### config.mk
export PLATFORM = sky130hd
export DESIGN_NAME = sfh_sequencer
export DESIGN_NICKNAME = d
export VERILOG_FILES = /design/src/logic/sfh_sequencer.v
export VERILOG_INCLUDE_DIRS = /design/src /design/src/logic
export SDC_FILE = /design/constraint.sdc
export NUM_CORES = 1
export LEC_CHECK = 0
export BUFFER_PORTS_ARGS = -buffer_cell sky130_fd_sc_hd__buf_4
export CORE_MARGIN = 5
export CORE_UTILIZATION = 35
export CTS_BUF_LIST = sky130_fd_sc_hd__clkbuf_8
export CTS_CLUSTER_DIAMETER = 150
export DETAILED_ROUTE_END_ITERATION = 8
export PLACE_DENSITY_LB_ADDON = 0.25
export SKIP_CTS_REPAIR_TIMING = 1
export SKIP_LAST_GASP = 1
export SYNTH_ARGS = -nofsm -noshare
export SYNTH_HDL_FRONTEND = slang
export SYNTH_SLANG_ARGS = --single-unit
### constraint.sdc
create_clock -name core_clk -period 8.23 [get_ports core_clk]
set_clock_uncertainty 0.15 [all_clocks]
set_input_delay 0 -clock core_clk [delete_from_list [all_inputs] [get_ports core_clk]]
set_output_delay 0 -clock core_clk [all_outputs]
set_load 0.01 [all_outputs]
### src/logic/sfh_defines.vh
// register map, field positions and constants of the flash header sequencer
`ifndef SFH_DEFINES_VH
`define SFH_DEFINES_VH

// register offsets
`define SFH_OFS_ADDR 8'h14
`define SFH_OFS_MODE 8'h18
`define SFH_OFS_HDR 8'h1C
`define SFH_OFS_LEN 8'h20
`define SFH_OFS_STAT 8'h28

// reset values
`define SFH_RST_WORD 32'h00000000
`define SFH_RST_HALF 16'h0000
`define SFH_RST_CNT2 2'h0
`define SFH_RST_CNT3 3'h0
`define SFH_RST_LEN 20'h00000

// header count fields
`define SFH_OP_LSB 0
`define SFH_OP_MSB 1
`define SFH_AD_LSB 4
`define SFH_AD_MSB 6
`define SFH_RM_LSB 8
`define SFH_RM_MSB 9
`define SFH_DM_LSB 12
`define SFH_DM_MSB 13

// read length and mode word fields
`define SFH_LEN_MSB 19
`define SFH_MODE_MSB 15

// status fields
`define SFH_ST_BUSY 31
`define SFH_ST_CNT_MSB 19

// serial byte framing
`define SFH_BITS_BYTE 4'h8
`define SFH_BIT_LAST 4'h1
`define SFH_BIT_NONE 4'h0

`endif

### src/logic/sfh_sequencer.v
// header and read-data sequencer of a serial flash interface
`timescale 1ns/1ps
`include "sfh_defines.vh"

module sfh_sequencer
(
    // clock and reset
    input wire core_clk,
    input wire sys_rst,
    // register port
    input wire [7:0] reg_addr,
    input wire [31:0] reg_wdata,
    input wire reg_wr,
    input wire reg_rd,
    output reg [31:0] reg_rdata,
    // transfer control from the surrounding controller
    input wire [15:0] opcode_word,
    input wire transfer_go,
    input wire transfer_halt,
    input wire write_dir,
    output reg busy,
    // read data stream
    output reg [7:0] rd_data,
    output reg rd_valid,
    input wire rd_ready,
    // serial link
    input wire link_clk,
    output reg flash_cs_n,
    output reg flash_sclk,
    output reg sio_out,
    output reg sio_oe,
    input wire sio_in
);

localparam PH_IDLE = 3'h0;
localparam PH_OP = 3'h1;
localparam PH_ADDR = 3'h2;
localparam PH_MODE = 3'h3;
localparam PH_DUMMY = 3'h4;
localparam PH_READ = 3'h5;
localparam PH_DONE = 3'h6;

////////////////////////////////////////////////////////////////////////////////
// registers

reg [31:0] flash_address_word;
reg [15:0] read_mode_word;
reg [1:0] op_byte_count;
reg [2:0] addr_byte_count;
reg [1:0] mode_byte_count;
reg [1:0] dummy_byte_count;
reg [19:0] read_length_count;
reg [19:0] captured;

always @(posedge core_clk)
begin
    if (sys_rst)
    begin
        flash_address_word <= `SFH_RST_WORD;
        read_mode_word <= `SFH_RST_HALF;
        op_byte_count <= `SFH_RST_CNT2;
        addr_byte_count <= `SFH_RST_CNT3;
        mode_byte_count <= `SFH_RST_CNT2;
        dummy_byte_count <= `SFH_RST_CNT2;
        read_length_count <= `SFH_RST_LEN;
    end
    else if (reg_wr)
    begin
        // reserved bits are not stored and read back as zero
        case (reg_addr)
            `SFH_OFS_ADDR: flash_address_word <= reg_wdata;
            `SFH_OFS_MODE: read_mode_word <= reg_wdata[`SFH_MODE_MSB:0];
            `SFH_OFS_HDR:
            begin
                op_byte_count <= reg_wdata[`SFH_OP_MSB:`SFH_OP_LSB];
                addr_byte_count <= reg_wdata[`SFH_AD_MSB:`SFH_AD_LSB];
                mode_byte_count <= reg_wdata[`SFH_RM_MSB:`SFH_RM_LSB];
                dummy_byte_count <= reg_wdata[`SFH_DM_MSB:`SFH_DM_LSB];
            end
            `SFH_OFS_LEN: read_length_count <= reg_wdata[`SFH_LEN_MSB:0];
            default: ;
        endcase
    end
end

always @(posedge core_clk)
begin
    if (sys_rst)
        reg_rdata <= `SFH_RST_WORD;
    else if (reg_rd)
    begin
        reg_rdata <= `SFH_RST_WORD;
        case (reg_addr)
            `SFH_OFS_ADDR: reg_rdata <= flash_address_word;
            `SFH_OFS_MODE: reg_rdata[`SFH_MODE_MSB:0] <= read_mode_word;
            `SFH_OFS_HDR:
            begin
                reg_rdata[`SFH_OP_MSB:`SFH_OP_LSB] <= op_byte_count;
                reg_rdata[`SFH_AD_MSB:`SFH_AD_LSB] <= addr_byte_count;
                reg_rdata[`SFH_RM_MSB:`SFH_RM_LSB] <= mode_byte_count;
                reg_rdata[`SFH_DM_MSB:`SFH_DM_LSB] <= dummy_byte_count;
            end
            `SFH_OFS_LEN: reg_rdata[`SFH_LEN_MSB:0] <= read_length_count;
            `SFH_OFS_STAT:
            begin
                reg_rdata[`SFH_ST_BUSY] <= busy;
                reg_rdata[`SFH_ST_CNT_MSB:0] <= captured;
            end
            default: ;
        endcase
    end
    else
        reg_rdata <= `SFH_RST_WORD;
end

////////////////////////////////////////////////////////////////////////////////
// synchronisers for link clock and serial input

reg lk1, lk2, lk3, lk_lvl;
reg si1, si2, si3, si_lvl;
wire lk_agree = (lk2 == lk3);
wire lk_rise = lk_agree && lk3 && !lk_lvl;
wire lk_fall = lk_agree && !lk3 && lk_lvl;
// settled input level this cycle; the registered level would lag the sampling edge by one cycle
wire si_now = (si2 == si3) ? si3 : si_lvl;

always @(posedge core_clk)
begin
    if (sys_rst)
    begin
        lk1 <= 1'b0;
        lk2 <= 1'b0;
        lk3 <= 1'b0;
        lk_lvl <= 1'b0;
        si1 <= 1'b0;
        si2 <= 1'b0;
        si3 <= 1'b0;
        si_lvl <= 1'b0;
    end
    else
    begin
        lk1 <= link_clk;
        lk2 <= lk1;
        lk3 <= lk2;
        if (lk_agree)
            lk_lvl <= lk3;
        si1 <= sio_in;
        si2 <= si1;
        si3 <= si2;
        if (si2 == si3)
            si_lvl <= si3;
    end
end

////////////////////////////////////////////////////////////////////////////////
// phase selection

reg [2:0] phase;
reg [19:0] bytes_left;
reg [3:0] bits_left;
reg [6:0] out_sh;
reg [6:0] in_sh;
reg unlimited;
reg halt_pend;
reg push_req;
reg [7:0] push_data;
reg buf_full;

// first phase at or after 'from' that has bytes to move; empty phases skip
function [2:0] pick;
    input [2:0] from;
    begin
        if (from <= PH_OP && op_byte_count != `SFH_RST_CNT2)
            pick = PH_OP;
        else if (from <= PH_ADDR && addr_byte_count != `SFH_RST_CNT3)
            pick = PH_ADDR;
        else if (from <= PH_MODE && mode_byte_count != `SFH_RST_CNT2)
            pick = PH_MODE;
        else if (from <= PH_DUMMY && dummy_byte_count != `SFH_RST_CNT2)
            pick = PH_DUMMY;
        else if (from <= PH_READ && !write_dir)
            pick = PH_READ;
        else
            pick = PH_DONE;
    end
endfunction

function [19:0] plen;
    input [2:0] ph;
    begin
        case (ph)
            PH_OP: plen = {18'h00000, op_byte_count};
            PH_ADDR: plen = {17'h00000, addr_byte_count};
            PH_MODE: plen = {18'h00000, mode_byte_count};
            PH_DUMMY: plen = {18'h00000, dummy_byte_count};
            PH_READ: plen = read_length_count;
            default: plen = `SFH_RST_LEN;
        endcase
    end
endfunction

// byte to send: the remaining count picks the byte modulo 4, highest selected first for counts up to 4
reg [31:0] sel_word;
wire [2:0] byte_idx = bytes_left[2:0] - 3'h1;
wire [31:0] sel_shift = sel_word >> {byte_idx[1:0], 3'h0};
wire [7:0] cur_byte = sel_shift[7:0];

always @*
begin
    case (phase)
        PH_OP: sel_word = {16'h0000, opcode_word};
        PH_ADDR: sel_word = flash_address_word;
        PH_MODE: sel_word = {16'h0000, read_mode_word};
        default: sel_word = `SFH_RST_WORD; // dummy bytes are zero
    endcase
end

////////////////////////////////////////////////////////////////////////////////
// serial sequencer: data changes on link falling edge, sampled on rising

wire [2:0] after_ph = pick(phase + 3'h1);

always @(posedge core_clk)
begin
    if (sys_rst)
    begin
        phase <= PH_IDLE;
        bytes_left <= `SFH_RST_LEN;
        bits_left <= `SFH_BIT_NONE;
        out_sh <= 7'h00;
        in_sh <= 7'h00;
        unlimited <= 1'b0;
        halt_pend <= 1'b0;
        push_req <= 1'b0;
        push_data <= 8'h00;
        captured <= `SFH_RST_LEN;
        busy <= 1'b0;
        flash_cs_n <= 1'b1;
        flash_sclk <= 1'b0;
        sio_out <= 1'b0;
        sio_oe <= 1'b0;
    end
    else
    begin
        push_req <= 1'b0;
        if (phase == PH_IDLE)
        begin
            halt_pend <= 1'b0;
            if (transfer_go)
            begin
                phase <= pick(PH_OP);
                bytes_left <= plen(pick(PH_OP));
                unlimited <= (pick(PH_OP) == PH_READ) && (read_length_count == `SFH_RST_LEN);
                bits_left <= `SFH_BIT_NONE;
                captured <= `SFH_RST_LEN;
                busy <= 1'b1;
                flash_cs_n <= 1'b0;
                sio_oe <= (pick(PH_OP) != PH_READ);
            end
        end
        else
        begin
            if (transfer_halt)
                halt_pend <= 1'b1;
            if (lk_fall)
            begin
                if (phase == PH_DONE || halt_pend)
                begin
                    // end of frame: clock stays low, select released
                    phase <= PH_IDLE;
                    busy <= 1'b0;
                    flash_cs_n <= 1'b1;
                    flash_sclk <= 1'b0;
                    sio_oe <= 1'b0;
                    sio_out <= 1'b0;
                end
                else if (phase == PH_READ)
                begin
                    // a new byte waits while the buffer cannot take it
                    if (bits_left != `SFH_BIT_NONE || !buf_full)
                    begin
                        // line released on a falling clock, never beside a rising one
                        sio_oe <= 1'b0;
                        flash_sclk <= 1'b0;
                        if (bits_left == `SFH_BIT_NONE)
                            bits_left <= `SFH_BITS_BYTE;
                    end
                end
                else
                begin
                    flash_sclk <= 1'b0;
                    if (bits_left == `SFH_BIT_NONE)
                    begin
                        bits_left <= `SFH_BITS_BYTE;
                        sio_out <= cur_byte[7];
                        out_sh <= cur_byte[6:0];
                    end
                    else
                    begin
                        sio_out <= out_sh[6];
                        out_sh <= {out_sh[5:0], 1'b0};
                    end
                end
            end
            else if (lk_rise && bits_left != `SFH_BIT_NONE && !flash_sclk)
            begin
                flash_sclk <= 1'b1;
                if (bits_left == `SFH_BIT_LAST)
                begin
                    bits_left <= `SFH_BIT_NONE;
                    if (phase == PH_READ)
                    begin
                        push_req <= 1'b1;
                        push_data <= {in_sh, si_now};
                        captured <= captured + 20'h00001;
                        if (!unlimited)
                            bytes_left <= bytes_left - 20'h00001;
                        if (!unlimited && bytes_left == 20'h00001)
                            phase <= PH_DONE;
                    end
                    else if (bytes_left == 20'h00001)
                    begin
                        phase <= after_ph;
                        bytes_left <= plen(after_ph);
                        unlimited <= (after_ph == PH_READ) && (read_length_count == `SFH_RST_LEN);
                    end
                    else
                        bytes_left <= bytes_left - 20'h00001;
                end
                else
                begin
                    bits_left <= bits_left - 4'h1;
                    in_sh <= {in_sh[5:0], si_now};
                end
            end
        end
    end
end

////////////////////////////////////////////////////////////////////////////////
// two-entry read buffer; rd_data is the head entry

reg [7:0] buf_tail;
wire pop = rd_valid && rd_ready;

always @(posedge core_clk)
begin
    if (sys_rst)
    begin
        rd_data <= 8'h00;
        rd_valid <= 1'b0;
        buf_tail <= 8'h00;
        buf_full <= 1'b0;
    end
    else if (pop && push_req)
    begin
        if (buf_full)
        begin
            rd_data <= buf_tail;
            buf_tail <= push_data;
        end
        else
            rd_data <= push_data;
    end
    else if (pop)
    begin
        rd_data <= buf_tail;
        rd_valid <= buf_full;
        buf_full <= 1'b0;
    end
    else if (push_req)
    begin
        if (!rd_valid)
        begin
            rd_data <= push_data;
            rd_valid <= 1'b1;
        end
        else if (!buf_full)
        begin
            buf_tail <= push_data;
            buf_full <= 1'b1;
        end
    end
end

endmodule // sfh_sequencer

==> results of run 1 <==
==> layout make-up <==
class	instances	share of cell area [%]
Clock buffer	53	5.91
Clock inverter	14	0.669
Inverter	26	0.791
Multi-Input combinational cell	891	41.2
Sequential cell	212	34.4
Tap cell	378	3.83
Timing Repair Buffer	193	13.2
==> Yosys cell counts, drive strengths merged (5+ instances only) <==
master and count:
nand2b 6, a211oi 14, nor2 88, and2 10, mux2i 24, o211ai 7, nor3b 7, nor4 12
clkbuf 75, xor2 11, nand2 233, or3 10, a32oi 8, xnor2 11, o22ai 9, a21oi 136
mux2 8, dfxtp 212, nor2b 15, nand3 33, nand4 6, inv 26, a22oi 34, o21ai 43
a222oi 16, nor3 29, or4 5, and3 24, a31oi 20, o31ai 5, ha 14, a221oi 12
==> final timing paths <==
check,startpoint,endpoint,slack (ns)
max reg2reg,bytes_left[0]$_SDFFE_PP0P_,out_sh[3]$_SDFFE_PP0P_,4.57
max,bytes_left[0]$_SDFFE_PP0P_,out_sh[3]$_SDFFE_PP0P_,4.57
min,reg_addr[4],reg_rdata[16]$_SDFF_PP0_,-0.05
min reg2reg,si1$_SDFF_PP0_,si2$_SDFF_PP0_,0.29
==> power groups by stage <==
stage / clock [mW] / sequential (mW) / combinational [mW]
floorplan: 0 / 1.14 / 0.645
global placement: 0 / 1.16 / 0.860
detailed placement: 0 / 1.17 / 0.857
CTS: 1.06 / 1.14 / 0.863
global route: 1.10 / 1.15 / 0.983
finish: 1.03 / 1.15 / 0.906
==> per-stage QoR <==
stage / setup slack [ns] / total power [mW] / utilization, % / cell area [um^2]
global route: 4.40 / 3.24 / 44.6 / 12300
global placement: 4.86 / 2.02 / 39.1 / 10800
CTS: 4.76 / 3.06 / 42.1 / 11600
floorplan: 5.19 / 1.78 / - / 9710
detailed placement: 4.76 / 2.02 / 39.1 / 10800
finish: 4.57 / 3.09 / 44.6 / 12300
==> state kept, by name, summed over array words and instances (netlist names), 3 cells and up <==
signal	flops
flash_address_word	32
reg_rdata	32
bytes_left	20
captured	20
read_length_count	20
read_mode_word	16
buf_tail	8
push_data	8
rd_data	8
in_sh	7
out_sh	7
bits_left	4
addr_byte_count	3
phase	3
==> placed cells by master (no fill, tap or decap), types with 6 or more instances in the layout <==
| cell type | netlist | final |
|---|---|---|
| sky130_fd_sc_hd__a211oi_1 | 14 | 14 |
| sky130_fd_sc_hd__a21oi_1 | 136 | 136 |
| sky130_fd_sc_hd__a221oi_1 | 11 | 11 |
| sky130_fd_sc_hd__a222oi_1 | 16 | 16 |
| sky130_fd_sc_hd__a22oi_1 | 34 | 34 |
| sky130_fd_sc_hd__a31oi_1 | 20 | 20 |
| sky130_fd_sc_hd__a32oi_1 | 8 | 8 |
| sky130_fd_sc_hd__and2_1 | 9 | 9 |
| sky130_fd_sc_hd__and3_1 | 24 | 23 |
| sky130_fd_sc_hd__buf_4 | 1 | 122 |
| sky130_fd_sc_hd__clkbuf_8 | 0 | 53 |
| sky130_fd_sc_hd__dfxtp_1 | 212 | 212 |
| sky130_fd_sc_hd__dlygate4sd3_1 | 0 | 71 |
| sky130_fd_sc_hd__ha_1 | 14 | 14 |
| sky130_fd_sc_hd__inv_1 | 26 | 38 |
| sky130_fd_sc_hd__mux2_2 | 8 | 8 |
| sky130_fd_sc_hd__mux2i_1 | 24 | 24 |
| sky130_fd_sc_hd__nand2_1 | 233 | 233 |
| sky130_fd_sc_hd__nand2b_1 | 6 | 6 |
| sky130_fd_sc_hd__nand3_1 | 33 | 33 |
| sky130_fd_sc_hd__nand4_1 | 6 | 6 |
| sky130_fd_sc_hd__nor2_1 | 88 | 88 |
| sky130_fd_sc_hd__nor2b_1 | 15 | 14 |
| sky130_fd_sc_hd__nor3_1 | 29 | 28 |
| sky130_fd_sc_hd__nor3b_1 | 7 | 6 |
| sky130_fd_sc_hd__nor4_1 | 12 | 12 |
| sky130_fd_sc_hd__o211ai_1 | 7 | 7 |
| sky130_fd_sc_hd__o21ai_0 | 41 | 41 |
| sky130_fd_sc_hd__o22ai_1 | 9 | 9 |
| sky130_fd_sc_hd__or3_1 | 10 | 10 |
| sky130_fd_sc_hd__xnor2_1 | 11 | 11 |
| sky130_fd_sc_hd__xor2_1 | 11 | 11 |
==> critical path, stage by stage, from the launching register on <==
cell                            delay [ns]
sky130_fd_sc_hd__dfxtp_1              1.00
sky130_fd_sc_hd__inv_1                0.36
sky130_fd_sc_hd__ha_1                 0.53
sky130_fd_sc_hd__nor2b_1              0.55
sky130_fd_sc_hd__a32oi_1              0.18
sky130_fd_sc_hd__dlygate4sd3_1        0.64
sky130_fd_sc_hd__o22ai_1              0.15
==> metal layers <==
metal / global-route usage [%] / up-vias / share of wire [%]
li1: - / 4639 / -
met1: 26.7 / 4542 / 44
met2: 31.2 / 378 / 46
met3: 3.83 / 69 / 7.1
met4: 7.41 / 0 / 3.2
met5: 0 / - / 0
==> cells by family after synthesis <==
logic type | share of synthesized area, %
compound gates | 22.4
xor+xnor | 1.98
fa+ha+maj | 1.80
buf+inv | 4.13
flops | 43.7
mux | 3.40
simple gates | 22.6
==> run_results.csv, run 1 <==
group,metric,value,unit
outcome,run_status,"finished, violations left",
outcome,violations,"negative hold slack",
logic_synthesis,synth.avg_cell_area,8.05,um^2
floorplanning,core_region_area,27600,um^2
timing,fin_setup_tns,0,ns
clocking,tritoncts,"yes",
power_and_ir_drop,switching_share,35.7,%
placement,post-place-cells,1629,
power_and_ir_drop,power.switching,1.10,mW
logic_synthesis,synth_flop_cell,"sky130_fd_sc_hd__dfxtp_1",
layout,regArea,4240,um^2
layout,instances_no_fill,1767,
layout,layout-drive-gt1-share,14.3,%
timing,max-slew-margin-rel,22.1,%
route,viasPerCell,5.45,
global_routing,grt_pass1_vias,8786,
timing,report.final.slew_viol_count,0,
logic_synthesis,synth_cell_types,66,
power_and_ir_drop,power.sequential.fraction,37.1,%
logic_synthesis,netlist_area,9710,um^2
critical_path,worst_setup_path_end_kind,"flip-flop",
timing,grt_setup_unrepaired,"false",
route,antenna_violating_nets_post_route,0,
job,max_cap_viol_count,0,
power_and_ir_drop,vdd.ir_drop.worst,0.000124,V
logic_synthesis,netlist_top_cells_area,"sky130_fd_sc_hd__dfxtp_1 (44%), sky130_fd_sc_hd__nand2_1 (9.0%), sky130_fd_sc_hd__a21oi_1 (7.0%), sky130_fd_sc_hd__nor2_1 (3.4%), sky130_fd_sc_hd__clkbuf_1 (2.9%)",
global_routing,pin_count_of_the_biggest_net_entering_global_routing,79,
logic_synthesis,postSynthNetCount,1287,
route,route.vias.total,9628,
floorplanning,fp.dieW,177,um
route,drt_pass1_iterations,8,
power_and_ir_drop,power_density,250,nW/um^2
floorplanning,placement_rows,61,
power_and_ir_drop,cellLeakagePower,4.52,nW
clocking,cts_num_sinks,212,
logic_synthesis,yosysTopAreaCellShare,43.7,%
timing,setup_viol_count_final,0,
floorplanning,floorplan.initialDensity,35.2,%
layout,area_growth,27.0,%
clocking,clock_tree.buffer_depth,3,
critical_path,timing.critical_path.arrival,3.96,ns
critical_path,cell_count_of_the_worst_reg_to_reg_path,6,
logic_synthesis,synth-seq-cells,212,
timing,min_period_over_period,44.5,%
timing,worst_hold_slack_after_final_layout,-0.0524,ns
placement,gp_routability_congestion,0.904,
placement,dpl.hpwl,22100,um
power_and_ir_drop,clock_power_share,33.5,%
layout,antennaDiodeCount,0,
timing,fmaxAchievable,273,MHz
logic_synthesis,syn-instance-count,1207,
logic_synthesis,synth_warnings,0,
logic_synthesis,synth-seq-area-share,43.7,%
layout,multiInputGateArea,5080,um^2
route,drt_iter0_markers,1003,
power_and_ir_drop,internal_power,1.99,mW
route,drc,0,
floorplanning,fp.dieArea,31200,um^2
route,routedWlPerCell,18.6,um
logic_synthesis,synth-async-reset-ratio,0,%
clocking,cts-root-buf,"sky130_fd_sc_hd__clkbuf_8",
worst_hold_path,hp-class,"primary input to flip-flop",
logic_synthesis,yosys.area.top_type,"sky130_fd_sc_hd__dfxtp_1",
timing,timing_worst_slew_pin_value,1.17,ns
logic_synthesis,count_of_flip_flops_with_a_built_in_enable_after_synthesis,0,
timing,finalCriticalPeriod,3.66,ns
route,detail_route.wirelength,32800,um
clocking,cts.htree.levels,2,
floorplanning,die_h,177,um
global_routing,total_track_usage,19.7,%
clocking,tritoncts.num_buffers,38,
critical_path,critPathLaunchType,"flip-flop",
critical_path,path_class,"flip-flop to flip-flop",
layout,finalNetCount,1442,
global_routing,grt_pass1_wl,49200,um
clocking,cts.reportedPaths.clkPinSlew,0.06,ns
floorplanning,num_io_pins,112,
critical_path,worst_ep_required_time,8.53,ns
timing,finalHoldViolCount,6,
global_routing,gr-total-overflow,0,
clocking,clock_latency,0.54,ns
power_and_ir_drop,pwr-share-comb,29.4,%
global_routing,grt_antenna_before_repair,0,
worst_hold_path,timing.hold.worst_path_depth,4,
placement,buffer_ports.inserted,111,
layout,fill_cells,2792,
critical_path,crit_path_max_fanout,24,
No activity file was read; power rests on OpenSTA's default activity.
==> inputs of run 2 (changes only) <==
clock period = 3.15 ns   (was 8.23 ns; I/O delays follow)
==> run 2 against run 1 <==
Compared with the run above:
- the flow still finishes with violations (negative hold slack)
- total power rose to 2.6 times the previous value
- final cell count up 0.68%
- sequential power rose to 2.6 times the previous value
- flip-flop and latch count unchanged
- combinational power rose to 2.8 times the previous value
- clock power up 150%
- utilization about the same
- register-to-register slack worse by 4.5 ns
- final area about the same
- non-clock buffer count up 15
- first-iteration DRC count down 12%
- via count up 0.83%
==> run_results.csv, run 2 (synthesized netlist as in run 1, its figures left out) <==
group,metric,value,unit
outcome,run_status,"finished, violations left",
outcome,violations,"negative hold slack",
critical_path,reg2reg_setup_slack,0.08,ns
floorplanning,die_h,177,um
clocking,cts-root-buf,"sky130_fd_sc_hd__clkbuf_8",
floorplanning,fp.dieW,177,um
power_and_ir_drop,cellLeakagePower,4.54,nW
route,antenna_violating_nets_post_route,0,
critical_path,timing.critical_path.arrival,3.34,ns
layout,finalNetCount,1458,
clocking,clock_tree.buffer_depth,3,
clocking,cts_num_sinks,212,
timing,max-slew-margin-rel,34.7,%
route,detail_route.wirelength,32600,um
worst_hold_path,timing.hold.worst.start,"opcode_word[9]",
route,routedWlPerCell,18.3,um
layout,fill_cells,2811,
critical_path,cpLargestDelayFamily,"simple AND/OR/NAND/NOR gates",
timing,setup_viol_count_final,0,
layout,area_growth,27.0,%
floorplanning,core_region_area,27600,um^2
floorplanning,placement_rows,61,
job,max_cap_viol_count,0,
critical_path,cp_cell_sequence,"or4_4 -> or4_4 -> or4_4 -> o31ai_4 -> nand2_1 -> o311ai_0",
critical_path,worst_ep_required_time,3.42,ns
timing,grt_setup_unrepaired,"false",
clocking,clock_latency,0.56,ns
placement,dpl.hpwl,22800,um
critical_path,worst_setup_path_end_kind,"flip-flop",
power_and_ir_drop,power_density,649,nW/um^2
timing,fin_setup_tns,0,ns
floorplanning,floorplan.initialDensity,35.2,%
route,drt_iter0_markers,882,
timing,worst_hold_slack_after_final_layout,-0.0211,ns
placement,buffer_ports.inserted,111,
timing,min_period_over_period,97.4,%
timing,finalHoldViolCount,2,
critical_path,crit_path_max_fanout,6,
floorplanning,num_io_pins,112,
clocking,cts.htree.levels,2,
timing,fmaxAchievable,326,MHz
route,route.vias.total,9708,
timing,report.final.slew_viol_count,0,
critical_path,path_class,"flip-flop to flip-flop",
power_and_ir_drop,vdd.ir_drop.worst,0.000329,V
layout,mostFrequentLayoutCell,"sky130_fd_sc_hd__nand2_1",
global_routing,grt_antenna_before_repair,0,
placement,dp_slack,0.137,ns
clocking,tritoncts,"yes",
route,drt_pass1_iterations,6,
layout,finalCoreUtilization,44.7,%
critical_path,max_stage_delay,0.56,ns
layout,layout-drive-gt1-share,16.3,%
clocking,cts.reportedPaths.clkPinSlew,0.06,ns
layout,top_regs,"flash_address_word (32), reg_rdata (32)",
worst_hold_path,hp-class,"primary input to flip-flop",
power_and_ir_drop,power.total,8.00,mW
critical_path,worst_path_max_delay_cell,"sky130_fd_sc_hd__or4_4",
critical_path,r2r_start,"bytes_left[10]$_SDFFE_PP0P_",
timing,timing_worst_slew_pin_value,0.973,ns
route,viasPerCell,5.46,
route,drc,0,
critical_path,critical_path_buffers_and_inverters,0,
timing,timing.final.ws_setup,0.0816,ns
layout,antennaDiodeCount,0,
global_routing,pin_count_of_the_biggest_net_entering_global_routing,79,
critical_path,crit_path_frequent_cell,"sky130_fd_sc_hd__or4_4",
global_routing,total_track_usage,19.6,%
global_routing,grt_pass1_vias,8854,
critical_path,critical_path.startpoint,"bytes_left[10]$_SDFFE_PP0P_",
floorplanning,fp.dieArea,31200,um^2
global_routing,grt_pass1_wl,48900,um
clocking,tritoncts.num_buffers,39,
critical_path,critPathLaunchType,"flip-flop",
timing,finalCriticalPeriod,3.07,ns
layout,final_cell_mix,"sky130_fd_sc_hd__nand2_1 (233), sky130_fd_sc_hd__dfxtp_1 (212), sky130_fd_sc_hd__buf_4 (152), sky130_fd_sc_hd__a21oi_1 (136), sky130_fd_sc_hd__nor2_1 (88)",
global_routing,gr-total-overflow,0,
placement,gp_routability_congestion,0.905,
run 2: cell count changes in the layout (fill, tap and decap cells not counted), sizes merged:
cell / change
buf: +30
dlygate4sd3: -15
clkbuf: -5
clkinv: +5
inv: -3
bufinv: -1
clkinvlp: +1
run 2: final cells by class:
class	count	area [um^2]	area share (%)
inverters	26	97.6	0.791
well taps	378	473	3.83
repair buffers	208	1700	13.8
clock inverters	16	78.8	0.639
clock buffers	48	661	5.35
multi-input cells	891	5080	41.2
flip-flops and latches	212	4240	34.4
run 2: stage by stage:
stage	instances	instance area (um^2)
after floorplan	1207	9710
after global placement	1659	11000
after detailed placement	1659	11000
after CTS	1723	11800
after global routing	1779	12300
final	1779	12300
run 2: tightest hold or removal path, delay by kind of cell:
family / cells / cell delay [ns]
compound gates: 3 / 0.41
simple gates: 1 / 0.11
buf+inv: 1 / 0.09
run 2: report_power, final:
part	switching [mW]	internal [mW]	leakage, nW
Clock	1.16	1.37	0.412
Sequential	0.151	2.81	1.71
Combinational	1.60	0.902	2.41
Total	2.92	5.09	4.54
run 2: path summary, 6_finish.rpt:
path,to,cells past startpoint
hold reg to reg,si2$_SDFF_PP0_,1
setup reg to reg,bytes_left[12]$_SDFFE_PP0P_,6
hold / removal,out_sh[1]$_SDFFE_PP0P_,5
setup / recovery,bytes_left[12]$_SDFFE_PP0P_,6
run 2: metal layers:
metal	vias up	wire length, um	global-route usage, %	part of all wire [%]
met5	-	0	0	0
met4	0	1320	8.61	4.0
met3	81	2240	4.09	6.9
met2	393	14800	30.4	46
met1	4568	14200	26.3	44
li1	4666	-	-	-
